===== config.mk =====
export PLATFORM = sky130hd
export DESIGN_NAME = dma_channel_control
export DESIGN_NICKNAME = d
export VERILOG_FILES = /design/src/dma_chan_pkg.sv /design/src/dma_channel_control.sv /design/src/dma_addr_step.sv /design/src/dma_req_sense.sv
export VERILOG_INCLUDE_DIRS = /design/src
export SDC_FILE = /design/constraint.sdc
export NUM_CORES = 2
export LEC_CHECK = 0
export ABC_AREA = 1
export CAP_MARGIN = 20
export CORE_UTILIZATION = 35
export CTS_CLUSTER_DIAMETER = 200
export DETAILED_ROUTE_END_ITERATION = 7
export DONT_BUFFER_PORTS = 1
export GPL_TIMING_DRIVEN = 0
export PLACE_DENSITY_LB_ADDON = 0.3
export SLEW_MARGIN = 20
export SYNTH_ARGS = -nofsm -noshare
export SYNTH_HDL_FRONTEND = slang
export SYNTH_HIERARCHICAL = 1
export SYNTH_SLANG_ARGS = --single-unit
export TNS_END_PERCENT = 10

===== constraint.sdc =====
create_clock -name sys_clk -period 4.1 [get_ports sys_clk]
set_clock_uncertainty 0.1 [all_clocks]
set_input_delay 0.615 -clock sys_clk [delete_from_list [all_inputs] [get_ports sys_clk]]
set_output_delay 0.615 -clock sys_clk [all_outputs]
set_load 0.02 [all_outputs]

===== src/dma_chan_consts.svh =====
// Offsets, field positions and counts of the two-channel DMA control block
`ifndef DMA_CHAN_CONSTS_SVH
`define DMA_CHAN_CONSTS_SVH
// Register byte addresses
`define OFS_SRC0   32'hffffff80
`define OFS_DST0   32'hffffff84
`define OFS_CNT0   32'hffffff88
`define OFS_CTL0   32'hffffff8c
`define OFS_SRC1   32'hffffff90
`define OFS_DST1   32'hffffff94
`define OFS_CNT1   32'hffffff98
`define OFS_CTL1   32'hffffff9c
`define OFS_RSEL   32'hffffff70
`define OFS_OPER   32'hffffffb0
// Control word fields
`define CTL_CH_EN   0
`define CTL_END     1
`define CTL_IRQ_EN  2
`define CTL_SINGLE  3
`define CTL_BURST   4
`define CTL_REQ_POL 5
`define CTL_REQ_EDG 6
`define CTL_ACK_POL 7
`define CTL_ACK_PH  8
`define CTL_AUTO    9
`define CTL_SIZE    10
`define CTL_SSTEP   12
`define CTL_DSTEP   14
`define CTL_RESET   16'h0000
// Operation register global enable bit
`define OPER_GEN    0
// Longword beats in a sixteen-byte unit, less one
`define LAST_BEAT16 2'h3
// AXI answers
`define RESP_OK     2'h0
`define RESP_SLVERR 2'h2
`endif


===== src/dma_chan_pkg.sv =====
// Types shared by the DMA channel control block
package dma_chan_pkg;
  typedef enum logic [1:0] {STEP_FIXED, STEP_INC, STEP_DEC, STEP_RSVD} step_t;
  typedef enum logic [1:0] {UNIT_BYTE, UNIT_WORD, UNIT_LONG, UNIT_16} unit_t;
  typedef enum {ST_IDLE, ST_READ, ST_WRITE, ST_SINGLE, ST_GAP} xfer_state_t;
  typedef enum {R_SRC0, R_DST0, R_CNT0, R_CTL0, R_SRC1, R_DST1, R_CNT1, R_CTL1,
                R_RSEL, R_OPER, R_NONE} reg_sel_t;
  typedef struct packed {
    logic                aw_have;
    logic [31:0]         aw_addr;
    logic                w_have;
    logic [31:0]         w_data;
    logic [3:0]          w_strb;
    logic                bvalid;
    logic [1:0]          bresp;
    logic                rvalid;
    logic [31:0]         rdata;
    logic [1:0]          rresp;
    logic [1:0][31:0]    src;
    logic [1:0][31:0]    dst;
    logic [1:0][23:0]    count;
    logic [1:0][15:0]    ctrl;
    logic [1:0]          end_seen;
    logic [1:0][1:0]     rsel;
    logic                glob_en;
    xfer_state_t         st;
    logic                ch;
    logic [1:0]          beat;
    logic [1:0]          ack_on;
    logic [31:0]         bus_addr;
    logic                bus_rd;
    logic                bus_wr;
    logic                bus_own;
  } ctl_state_t;
  typedef struct packed {
    logic sync1;
    logic sync2;
    logic prev;
    logic pend;
  } sense_state_t;
endpackage : dma_chan_pkg


===== src/dma_channel_control.sv =====
// Two-channel DMA register file, AXI4-Lite slave and transfer sequencer
// Operation
// - Destination step 00 fixed; 11 reserved
// - Destination step 01 adds unit size
// - Destination step 10 subtracts unit size
// - Source fixed, but sixteen-byte still advances
// - Source step 01 adds unit size
// - Source step 10 subtracts unit size
// - Size field: byte, word, long, sixteen
// - Request mode: external zero, auto one
// - Ack phase: read cycle or write
// - Ack polarity: low zero, high one
// - Request sense level/edge, low/high polarity
// - Cycle-steal releases bus; burst keeps it
// - Dual address or single address mode
// - Interrupt needs interrupt enable set
// - End flag set only at count zero
// - End flag cleared by read one, write zero
// - Channel enable permits transfers
// - Count decrements; upper byte reads zero
// - Destination address register feeds write address
// - Global enable gates both channels
// - Request source: pin, receive, transmit; 11 none
`include "dma_chan_consts.svh"
`timescale 1ns/1ps
`default_nettype none
module dma_channel_control (
  input  wire logic        sys_clk,
  input  wire logic        rst_b,
  input  wire logic [31:0] s_axi_awaddr,
  input  wire logic        s_axi_awvalid,
  output logic             s_axi_awready,
  input  wire logic [31:0] s_axi_wdata,
  input  wire logic [3:0]  s_axi_wstrb,
  input  wire logic        s_axi_wvalid,
  output logic             s_axi_wready,
  output logic [1:0]       s_axi_bresp,
  output logic             s_axi_bvalid,
  input  wire logic        s_axi_bready,
  input  wire logic [31:0] s_axi_araddr,
  input  wire logic        s_axi_arvalid,
  output logic             s_axi_arready,
  output logic [31:0]      s_axi_rdata,
  output logic [1:0]       s_axi_rresp,
  output logic             s_axi_rvalid,
  input  wire logic        s_axi_rready,
  input  wire logic [1:0]  transfer_request_pin,
  input  wire logic        rx_full_req,
  input  wire logic        tx_empty_req,
  output logic [1:0]       transfer_acknowledge,
  output logic [1:0]       end_irq,
  output logic [31:0]      bus_addr,
  output logic             bus_read,
  output logic             bus_write,
  output logic             bus_owned
);
  dma_chan_pkg::ctl_state_t q;
  dma_chan_pkg::ctl_state_t d;
  logic [1:0]              pin_req;
  logic [1:0]              take;
  logic [1:0][31:0]        src_nx;
  logic [1:0][31:0]        dst_nx;
  logic [1:0]              req;
  logic [1:0]              run;
  logic                    done;

  // Address decode, shared by the read and write paths
  function automatic dma_chan_pkg::reg_sel_t decode(input logic [31:0] a);
    unique case (a)
      `OFS_SRC0: decode = dma_chan_pkg::R_SRC0;
      `OFS_DST0: decode = dma_chan_pkg::R_DST0;
      `OFS_CNT0: decode = dma_chan_pkg::R_CNT0;
      `OFS_CTL0: decode = dma_chan_pkg::R_CTL0;
      `OFS_SRC1: decode = dma_chan_pkg::R_SRC1;
      `OFS_DST1: decode = dma_chan_pkg::R_DST1;
      `OFS_CNT1: decode = dma_chan_pkg::R_CNT1;
      `OFS_CTL1: decode = dma_chan_pkg::R_CTL1;
      `OFS_RSEL: decode = dma_chan_pkg::R_RSEL;
      `OFS_OPER: decode = dma_chan_pkg::R_OPER;
      default:   decode = dma_chan_pkg::R_NONE;
    endcase
  endfunction : decode

  // Byte-lane merge of a write into an old word
  function automatic logic [31:0] merge(input logic [31:0] old, input logic [31:0] nw,
                                        input logic [3:0] strb);
    merge = old;
    for (int i = 0; i < 4; i++)
      if (strb[i])
        merge[i*8 +: 8] = nw[i*8 +: 8];
  endfunction : merge

  //////////////////////////////////////////////////////////////////////////////
  // Per-channel request sensing and address stepping
  for (genvar c = 0; c < 2; c++)
  begin : g_ch
    dma_req_sense u_sense (
      .sys_clk   (sys_clk),
      .rst_b     (rst_b),
      .pin       (transfer_request_pin[c]),
      .edge_mode (q.ctrl[c][`CTL_REQ_EDG]),
      .pol_high  (q.ctrl[c][`CTL_REQ_POL]),
      .take      (take[c]),
      .req       (pin_req[c])
    );
    dma_addr_step u_src (
      .addr_in  (q.src[c]),
      .step     (q.ctrl[c][`CTL_SSTEP +: 2]),
      .size     (q.ctrl[c][`CTL_SIZE +: 2]),
      .src_side (1'b1),
      .addr_out (src_nx[c])
    );
    dma_addr_step u_dst (
      .addr_in  (q.dst[c]),
      .step     (q.ctrl[c][`CTL_DSTEP +: 2]),
      .size     (q.ctrl[c][`CTL_SIZE +: 2]),
      .src_side (1'b0),
      .addr_out (dst_nx[c])
    );
    // Request source choice; the prohibited code gives no request
    always_comb
    begin
      unique case (q.rsel[c])
        2'h0: req[c] = pin_req[c];
        2'h1: req[c] = rx_full_req;
        2'h2: req[c] = tx_empty_req;
        2'h3: req[c] = 1'b0;
      endcase
      if (q.ctrl[c][`CTL_AUTO])
        req[c] = 1'b1;
    end
    // Channel may run only while channel and global enables hold and it has not ended
    assign run[c] = q.ctrl[c][`CTL_CH_EN] & q.glob_en & ~q.ctrl[c][`CTL_END];
    assign end_irq[c] = q.ctrl[c][`CTL_END] & q.ctrl[c][`CTL_IRQ_EN];
    assign transfer_acknowledge[c] = q.ack_on[c] ~^ q.ctrl[c][`CTL_ACK_POL];
  end

  //////////////////////////////////////////////////////////////////////////////
  // Next-state logic: bus slave first, sequencer after so its updates win
  always_comb
  begin
    logic [31:0]             wd;
    logic [15:0]             cw;
    logic                    c;
    logic                    ph;
    logic [1:0]              last;
    dma_chan_pkg::reg_sel_t  ws;
    d    = q;
    take = 2'h0;
    wd   = 32'h0;
    cw   = 16'h0;
    c    = q.ch;
    done = 1'b0;
    ph   = q.ctrl[q.ch][`CTL_ACK_PH];
    last = (q.ctrl[q.ch][`CTL_SIZE +: 2] == 2'h3) ? `LAST_BEAT16 : 2'h0;
    ws   = decode(q.aw_addr);

    // Capture write address and data in either order
    if (s_axi_awvalid && !q.aw_have)
    begin
      d.aw_have = 1'b1;
      d.aw_addr = s_axi_awaddr;
    end
    if (s_axi_wvalid && !q.w_have)
    begin
      d.w_have = 1'b1;
      d.w_data = s_axi_wdata;
      d.w_strb = s_axi_wstrb;
    end
    if (q.bvalid && s_axi_bready)
      d.bvalid = 1'b0;

    // Perform a held write once both halves are in and no answer is pending
    if (q.aw_have && q.w_have && !q.bvalid)
    begin
      d.aw_have = 1'b0;
      d.w_have  = 1'b0;
      d.bvalid  = 1'b1;
      d.bresp   = (ws == dma_chan_pkg::R_NONE) ? `RESP_SLVERR : `RESP_OK;
      unique case (ws)
        dma_chan_pkg::R_SRC0: d.src[0] = merge(q.src[0], q.w_data, q.w_strb);
        dma_chan_pkg::R_SRC1: d.src[1] = merge(q.src[1], q.w_data, q.w_strb);
        dma_chan_pkg::R_DST0: d.dst[0] = merge(q.dst[0], q.w_data, q.w_strb);
        dma_chan_pkg::R_DST1: d.dst[1] = merge(q.dst[1], q.w_data, q.w_strb);
        dma_chan_pkg::R_CNT0, dma_chan_pkg::R_CNT1:
        begin
          wd = merge({8'h00, q.count[ws == dma_chan_pkg::R_CNT1]}, q.w_data, q.w_strb);
          d.count[ws == dma_chan_pkg::R_CNT1] = wd[23:0];
        end
        dma_chan_pkg::R_CTL0, dma_chan_pkg::R_CTL1:
        begin
          c  = (ws == dma_chan_pkg::R_CTL1);
          wd = merge({16'h0000, q.ctrl[c]}, q.w_data, q.w_strb);
          cw = wd[15:0];
          // End flag: writing one is ignored; zero clears only after one was read
          cw[`CTL_END] = q.ctrl[c][`CTL_END];
          if (q.w_strb[0] && !q.w_data[`CTL_END] && q.end_seen[c])
            cw[`CTL_END] = 1'b0;
          d.ctrl[c]     = cw;
          d.end_seen[c] = 1'b0;
          c             = q.ch;
        end
        dma_chan_pkg::R_RSEL:
        begin
          wd     = merge({28'h0, q.rsel}, q.w_data, q.w_strb);
          d.rsel = wd[3:0];
        end
        dma_chan_pkg::R_OPER:
        begin
          wd        = merge({31'h0, q.glob_en}, q.w_data, q.w_strb);
          d.glob_en = wd[`OPER_GEN];
        end
        dma_chan_pkg::R_NONE: d.bresp = `RESP_SLVERR;
      endcase
    end

    // Read path: answer in the same edge that takes the address
    if (q.rvalid && s_axi_rready)
      d.rvalid = 1'b0;
    if (s_axi_arvalid && !q.rvalid)
    begin
      d.rvalid = 1'b1;
      d.rresp  = `RESP_OK;
      unique case (decode(s_axi_araddr))
        dma_chan_pkg::R_SRC0: d.rdata = q.src[0];
        dma_chan_pkg::R_SRC1: d.rdata = q.src[1];
        dma_chan_pkg::R_DST0: d.rdata = q.dst[0];
        dma_chan_pkg::R_DST1: d.rdata = q.dst[1];
        dma_chan_pkg::R_CNT0: d.rdata = {8'h00, q.count[0]};
        dma_chan_pkg::R_CNT1: d.rdata = {8'h00, q.count[1]};
        dma_chan_pkg::R_CTL0:
        begin
          d.rdata = {16'h0000, q.ctrl[0]};
          if (q.ctrl[0][`CTL_END])
            d.end_seen[0] = 1'b1;
        end
        dma_chan_pkg::R_CTL1:
        begin
          d.rdata = {16'h0000, q.ctrl[1]};
          if (q.ctrl[1][`CTL_END])
            d.end_seen[1] = 1'b1;
        end
        dma_chan_pkg::R_RSEL: d.rdata = {28'h0, q.rsel};
        dma_chan_pkg::R_OPER: d.rdata = {31'h0, q.glob_en};
        dma_chan_pkg::R_NONE:
        begin
          d.rdata = 32'h0;
          d.rresp = `RESP_SLVERR;
        end
      endcase
    end

    // Sequencer; channel 0 has fixed priority when both are ready
    unique case (q.st)
      dma_chan_pkg::ST_IDLE, dma_chan_pkg::ST_GAP:
      begin
        d.beat = 2'h0;
        d.st   = dma_chan_pkg::ST_IDLE;
        for (int k = 1; k >= 0; k--)
          if (run[k] && req[k] && q.count[k] != 24'h0)
          begin
            d.ch = k[0];
            d.st = q.ctrl[k][`CTL_SINGLE] ? dma_chan_pkg::ST_SINGLE : dma_chan_pkg::ST_READ;
          end
      end
      dma_chan_pkg::ST_READ:
        d.st = run[q.ch] ? dma_chan_pkg::ST_WRITE : dma_chan_pkg::ST_IDLE;
      dma_chan_pkg::ST_WRITE, dma_chan_pkg::ST_SINGLE:
      begin
        if (!run[q.ch])
          d.st = dma_chan_pkg::ST_IDLE;
        else if (q.beat != last)
        begin
          d.beat = q.beat + 2'h1;
          d.st   = q.ctrl[q.ch][`CTL_SINGLE] ? dma_chan_pkg::ST_SINGLE : dma_chan_pkg::ST_READ;
        end
        else
          done = 1'b1;
      end
    endcase

    // Unit finished: step both addresses, count down, maybe end
    if (done)
    begin
      take[q.ch]     = 1'b1;
      d.src[q.ch]    = src_nx[q.ch];
      d.dst[q.ch]    = dst_nx[q.ch];
      d.count[q.ch]  = q.count[q.ch] - 24'h1;
      d.beat         = 2'h0;
      if (q.count[q.ch] == 24'h1)
      begin
        d.ctrl[q.ch][`CTL_END] = 1'b1;
        d.st = dma_chan_pkg::ST_IDLE;
      end
      else if (q.ctrl[q.ch][`CTL_BURST] && req[q.ch])
        d.st = q.ctrl[q.ch][`CTL_SINGLE] ? dma_chan_pkg::ST_SINGLE : dma_chan_pkg::ST_READ;
      else
        d.st = dma_chan_pkg::ST_GAP;
    end

    // Bus outputs follow the next state so they come from flops
    ph         = d.ctrl[d.ch][`CTL_ACK_PH];
    d.bus_rd   = (d.st == dma_chan_pkg::ST_READ) || (d.st == dma_chan_pkg::ST_SINGLE && !ph);
    d.bus_wr   = (d.st == dma_chan_pkg::ST_WRITE) || (d.st == dma_chan_pkg::ST_SINGLE && ph);
    d.bus_own  = d.bus_rd || d.bus_wr;
    d.bus_addr = (d.bus_wr ? d.dst[d.ch] : d.src[d.ch]) + {28'h0, d.beat, 2'h0};
    d.ack_on   = 2'h0;
    d.ack_on[d.ch] = (d.st == dma_chan_pkg::ST_SINGLE)
                   || (d.st == dma_chan_pkg::ST_READ && !ph)
                   || (d.st == dma_chan_pkg::ST_WRITE && ph);
  end

  // Single state register; synchronous reset clears everything
  always_ff @(posedge sys_clk)
  begin
    if (!rst_b)
      q <= '0;
    else
      q <= d;
  end

  assign s_axi_awready = !q.aw_have;
  assign s_axi_wready  = !q.w_have;
  assign s_axi_bvalid  = q.bvalid;
  assign s_axi_bresp   = q.bresp;
  assign s_axi_arready = !q.rvalid;
  assign s_axi_rvalid  = q.rvalid;
  assign s_axi_rdata   = q.rdata;
  assign s_axi_rresp   = q.rresp;
  assign bus_addr      = q.bus_addr;
  assign bus_read      = q.bus_rd;
  assign bus_write     = q.bus_wr;
  assign bus_owned     = q.bus_own;
endmodule : dma_channel_control
`default_nettype wire


===== src/dma_addr_step.sv =====
// Next address after one transfer unit, from the step mode and unit size
`timescale 1ns/1ps
`default_nettype none
module dma_addr_step (
  input  wire logic [31:0] addr_in,
  input  wire logic [1:0]  step,
  input  wire logic [1:0]  size,
  input  wire logic        src_side,
  output logic      [31:0] addr_out
);
  logic [31:0] unit_b;

  // Unit size in bytes; sixteen-byte units move as four longwords
  always_comb
  begin
    unique case (dma_chan_pkg::unit_t'(size))
      dma_chan_pkg::UNIT_BYTE: unit_b = 32'h0000_0001;
      dma_chan_pkg::UNIT_WORD: unit_b = 32'h0000_0002;
      dma_chan_pkg::UNIT_LONG: unit_b = 32'h0000_0004;
      dma_chan_pkg::UNIT_16:   unit_b = 32'h0000_0010;
    endcase
  end

  // Reserved step pattern holds the address rather than guessing
  always_comb
  begin
    unique case (dma_chan_pkg::step_t'(step))
      dma_chan_pkg::STEP_FIXED: addr_out = (src_side && size == 2'h3) ? addr_in + unit_b : addr_in;
      dma_chan_pkg::STEP_INC:   addr_out = addr_in + unit_b;
      dma_chan_pkg::STEP_DEC:   addr_out = addr_in - unit_b;
      dma_chan_pkg::STEP_RSVD:  addr_out = addr_in;
    endcase
  end
endmodule : dma_addr_step
`default_nettype wire


===== src/dma_req_sense.sv =====
// Request pin synchroniser with level or edge sensing and selectable polarity
`timescale 1ns/1ps
`default_nettype none
module dma_req_sense (
  input  wire logic sys_clk,
  input  wire logic rst_b,
  input  wire logic pin,
  input  wire logic edge_mode,
  input  wire logic pol_high,
  input  wire logic take,
  output logic      req
);
  dma_chan_pkg::sense_state_t q;
  dma_chan_pkg::sense_state_t d;
  logic                       hit;

  // Edge seen on the synchronised level; an edge is held until served
  always_comb
  begin
    d       = q;
    d.sync1 = pin;
    d.sync2 = q.sync1;
    d.prev  = q.sync2;
    hit     = pol_high ? (q.sync2 & ~q.prev) : (~q.sync2 & q.prev);
    if (take)
      d.pend = 1'b0;
    if (hit && edge_mode)
      d.pend = 1'b1; // New edge wins over a clear
    if (!edge_mode)
      d.pend = 1'b0;
    req = edge_mode ? q.pend : (q.sync2 == pol_high);
  end

  always_ff @(posedge sys_clk)
  begin
    if (!rst_b)
      q <= '0;
    else
      q <= d;
  end
endmodule : dma_req_sense
`default_nettype wire


== Word level (Yosys, flattened, before mapping) ==
Index checks and enable logic that the tools add are counted.

* Muxes and demuxes: 151
* Reductions and logical operators: 63
* Eq/ne operators: 79
* Bitwise operators: 23
* Add/subtract/negate cells: 11
* Magnitude comparators: 8

{| class="wikitable"
|+ Operators with widths
! kind !! count
|-
| $mux 32 || 21
|-
| $eq 32x32->1 const B || 20
|-
| $pmux 32 s4 || 4
|-
| $eq 32x3->1 const B || 11
|-
| $pmux 32 s11 || 1
|-
| $pmux 32 s3 || 3
|-
| $eq 32x4->1 const B || 8
|-
| $mux 8 || 31
|-
| $eq 32x2->1 const B || 7
|-
| $mux 215 || 1
|-
| $mux 208 || 1
|-
| $mux 24 || 6
|-
| $add 32x32->32 || 4
|-
| $bwmux 64 || 2
|-
| $sub 32x32->32 || 4
|-
| $bwmux 48 || 2
|-
| $eq 32x1->1 const B || 3
|-
| $logic_not 32->1 || 3
|-
| $pmux 4 s10 || 2
|-
| $demux 24 s1 || 2
|-
| $mux 16 || 3
|-
| $mux 48 || 1
|-
| $reduce_bool 24->1 || 2
|-
| $mux 35 || 1
|-
| other kinds (38) || 192
|}

* Register bits: 403
* Word-level logic and storage cells: 373

== Depth between registers and ports, before layout ==
* Word-level depth: 22
* Gate-level depth with buffers: 31
* Mapped depth without buffers: 28

== Cells and area by module ==
The synthesis kept the hierarchy.

{| class="wikitable"
|+ Modules (own cells, without submodules)
! module !! cells an instance !! times used !! area each (µm²)
|-
| dma_channel_control || 4095 || 1 || 24805.0
|-
| dma_addr_step at g_ch[0].u_src ... || 678 || 3 || 3254.4
|-
| dma_addr_step at g_ch[0].u_dst || 662 || 1 || 3133.0
|-
| dma_req_sense || 24 || 2 || 163.9
|}

== Least setup slack after synthesis ==
No wires, ideal clock.

* Path type: register -> register
* From: register q[39] (netlist name)
* To: register q (netlist bit bus_addr[30])
* Buffers on the path: 6
* Library setup time: 0.132 ns
* Setup slack: 0.139 ns
* Data required time: 3.868 ns
* Cell stages (with the launch flop): 31
* Arrival: 3.729 ns
* Clock period less this slack: 3.961 ns
* Cells stage by stage: dfxtp_1 buf_6 buf_6 buf_6 nand2_1 o21a_1 inv_1 ha_1 nand3_1 nor2_1 nand3_1 nand2_1 nand2_2 nand2_4 inv_2 nand3_4 nand2_4 buf_6 buf_2 buf_2 a21oi_1 a31oi_1 ha_1 inv_1 fa_1 nor2_2 inv_1 nor2_1 nand2_1 nand2_1 a21oi_1

* Cells in the longest elaborated chain, start to end: 15
* Elaborated cells on any way between the ends: 58

{| class="wikitable"
|+ Ends and longest elaborated chain
! element !! RTL line !! RTL
|-
| start: declaration || dma_channel_control.sv:57 || <nowiki>dma_chan_pkg::ctl_state_t q;</nowiki>
|-
| start signal: assignment || dma_channel_control.sv:317 || <nowiki>q <= '0;</nowiki>
|-
| start signal: assignment || dma_channel_control.sv:319 || <nowiki>q <= d;</nowiki>
|-
| parallel branches: the longest is 14 deep, another holds $mux 32 || - ||
|-
| $add 32x4->32 * || dma_channel_control.sv:306 || <nowiki>d.bus_addr = (d.bus_wr ? d.dst[d.ch] : d.src[d.ch]) + {28'h0, d.beat, 2'h0};</nowiki>
|}

Mark *: on every way between the ends. The select of a mux whose other input is x is not followed.
A chain may end at the register's enable or synchronous reset.

==> impl_metrics.tcl <==
set metrics [dict create \
    vias 49584 \
    fin_ws_ps -229.4 \
    clock_path_buffers 3 \
    drtIter0Drc 6735 \
    firstDrtPassIters 7 \
    netlist.area_leader.share 0.2126 \
    wl_per_cell_microns 26.78 \
    final-hold-violation-count 0 \
    syn-cell-area_sq_um 38030 \
    status "complete, but fails checks" \
    p_per_area_nw_per_um2 246.8 \
    synth-compound-area-share 0.1833 \
    via_per_inst 5.807 \
    area_growth_pct 17.94 \
    tightest_slew_ps 1339 \
    synth_top_family_by_area "simple AND/OR/NAND/NOR gates" \
    layout_min_cycle_time_ps 4329 \
    ant_nets 0 \
    leakage_nw 20.19 \
    synth-simple-area-share 0.4395 \
    yosys.area_share.adder 0.01658 \
    arrival_ps 4810 \
    synth_seq_area_share 0.2111 \
    path_max_fanout 10 \
    drive_above_1_share 0.1345 \
    wirelength_mm 228.6 \
    synth_xor_area_frac 0.009673 \
    rows 120 \
    vdd_drop_max_mv 0.4450 \
    fin_crit_sh 1.056 \
    clk_root_buffer_cell "clkbuf_16" \
    syn-mean-instance-area_sq_um 5.561 \
    cts.sinks 401 \
    clk_pin_slew_ps 70 \
    grt_pass1_wl_mm 318.7 \
    hold_class "input pin to register" \
    synthDistinctLibCells 66 \
    critical-path-slowest-cell "fa_2" \
    yosys_warnings 6 \
    synthMuxAreaShare 0.0002961 \
    slew_headroom 0.1075 \
    critPathMostFrequentCell "buf_4" \
    setup_viol 27 \
    tns_ps -3533 \
    grt_max_degree 20 \
    initial_core_util 0.3542 \
    tritoncts "done" \
    worstSetupPathType "register to register" \
    drc 0 \
    gr-usage-all-layers 0.3980 \
    nets 7247 \
    ys.flop_type "dfxtp_1" \
    synthesis.instances 6839 \
    finalPower_mw 11.07 \
    start_kind "register" \
    core_sq_um 107400 \
    path_buf_inv 6 \
    drv_cap 0 \
    clock.fmax_ghz 0.2310 \
    slowest_delay_ps 420 \
    io_pins 191 \
    io_buffers 0 \
    synth_top_area_cell "nand2_1" \
    grt_pass1_vias 44262 \
    crit_family "buffers and inverters" \
    die_w_microns 331.6 \
    grt_overflow_total 0 \
    synth_common_cells "2154 x nand2_1, 763 x nor2_1, 703 x inv_1, 597 x nand3_1, 518 x a21oi_1" \
    endpoint_kind "register" \
    async_reset_ff_frac 0 \
    synth-edff-count 0 \
    die-area_sq_um 110000 \
    ys_top_cells_by_area "nand2_1 21%, dfxtp_1 21%, nand3_1 7.9%" \
    htreeDepth 2 \
    place_congestion 1.067 \
    grt_antenna_before_repair 13 \
    slew_violations 0 \
    path_cells "xor2_1, o21ai_2, o211ai_1, a21boi_2, buf_4, nand3_2, nand2_4, buf_4, buf_6, clkbuf_8, nand2_1, a31oi_4, ha_4, inv_2, fa_2, nor2_4, buf_4, nand4_1, a21oi_1" \
    clkLatencyLatePin_ps 680 \
    synth_seq_cells 401 \
    dp_hpwl_mm 179.2 \
    die_h_microns 331.6 \
    synth.most_common_cell "nand2_1" \
    numCtsBuffers 50 \
    rsz0062_at_grt "true" \
    worstPathRequired_ps 4580 \
    fin_util 0.4178 \
    violations "negative setup slack" \
]
[area by class of cell]
type / count / area, sq um
Multi-Input combinational cell: 5309 / 25980
Buffer: 418 / 2967
Inverter: 743 / 2835
Fill cell: 11996 / 62500
Timing Repair Buffer: 168 / 1533
Antenna cell: 5 / 12.51
Sequential cell: 401 / 8061
Clock inverter: 25 / 319.1
Tap cell: 1403 / 1755
Clock buffer: 66 / 1391
[logic make-up (layout without fill, tap and decap cells)]
logic type / Yosys count / after routing
mux: 1 / 1
flops: 401 / 401
compound gates: 1288 / 1288
other cells: 2 / 40
fa+ha+maj: 45 / 45
simple gates: 3898 / 3898
buf+inv: 1162 / 1420
xor+xnor: 42 / 42
[worst paths after layout]
kind,from,endpoint,slack (ps),cells after the start
hold / removal,s_axi_wdata[13],q[342],20,2
hold reg to reg,g_ch[0].u_sense/d[2],g_ch[0].u_sense/d[1],310,2
setup / recovery,register,bus_addr[22],-230,19
setup reg to reg,register,bus_addr[22],-230,19
[per-layer routing]
layer / GRT usage / vias to the layer above / part of all wire
met5: 0 / - / 0.00012
li1: - / 22553 / -
met1: 0.5089 / 23284 / 0.39
met3: 0.07986 / 651 / 0.11
met2: 0.6050 / 3092 / 0.42
met4: 0.2629 / 4 / 0.076
[layout by cell type, fill, tap and decap left out, types with 13 or more instances in the layout]
cell type / n
xor2_1: 32
nand2_1: 2062
nand3b_1: 13
buf_2: 74
dfxtp_1: 384
nand2_2: 108
clkbuf_2: 16
dlygate4sd3_1: 54
conb_1: 35
buf_12: 24
nor2_2: 58
inv_1: 686
nor3_1: 35
o22ai_1: 58
nand4_1: 122
buf_4: 206
a21oi_1: 494
buf_6: 48
o21ai_0: 500
inv_2: 36
nand2_4: 29
clkbuf_1: 138
nand3_1: 568
clkbuf_8: 13
nor2_4: 70
clkbuf_16: 55
o21ai_1: 66
a221oi_1: 14
nand3_2: 45
o211ai_1: 35
a21oi_2: 18
ha_1: 21
nor2_1: 729
or2_2: 19
[state kept, by name, summed over array words and instances (netlist names), named ones only]
register	count
bus_owned	1
bus_write	1
s_axi_rvalid	1
g_ch.u_sense/q	4
s_axi_rresp	1
s_axi_rdata	32
bus_addr	32
bus_read	1
g_ch.u_sense/d	4
q	294
s_axi_bresp	1
s_axi_bvalid	1
[power by group]
group          internal [mW]  leakage [nW]  switching (mW)
logic                  0.599          16.1            1.50
clock network           2.72         0.830            2.09
registers               4.01          3.27           0.150
[timing repair]
action	in CTS	in global routing
resized for setup	377	120
hold buffers	54	0
hold endpoints to repair	57	0
endpoints found under the setup margin	94	30
gates cloned	0	0
setup buffers	83	31
pin swaps	80	63
[per-stage QoR]
stage | hold slack [ps] | area (sq um) | setup slack (ps) | cells
floorplan | 290.0 | 38150 | 139.0 | 6872
global placement | 299.5 | 39910 | -2582 | 8275
global route | 45.30 | 44840 | -290.7 | 8533
finish | 16.65 | 44850 | -229.4 | 8538
CTS | 3.507 | 44160 | -43.84 | 8502
detailed placement | 300.9 | 39930 | -2614 | 8275
Note: power is estimated with default switching activity, not from simulation.
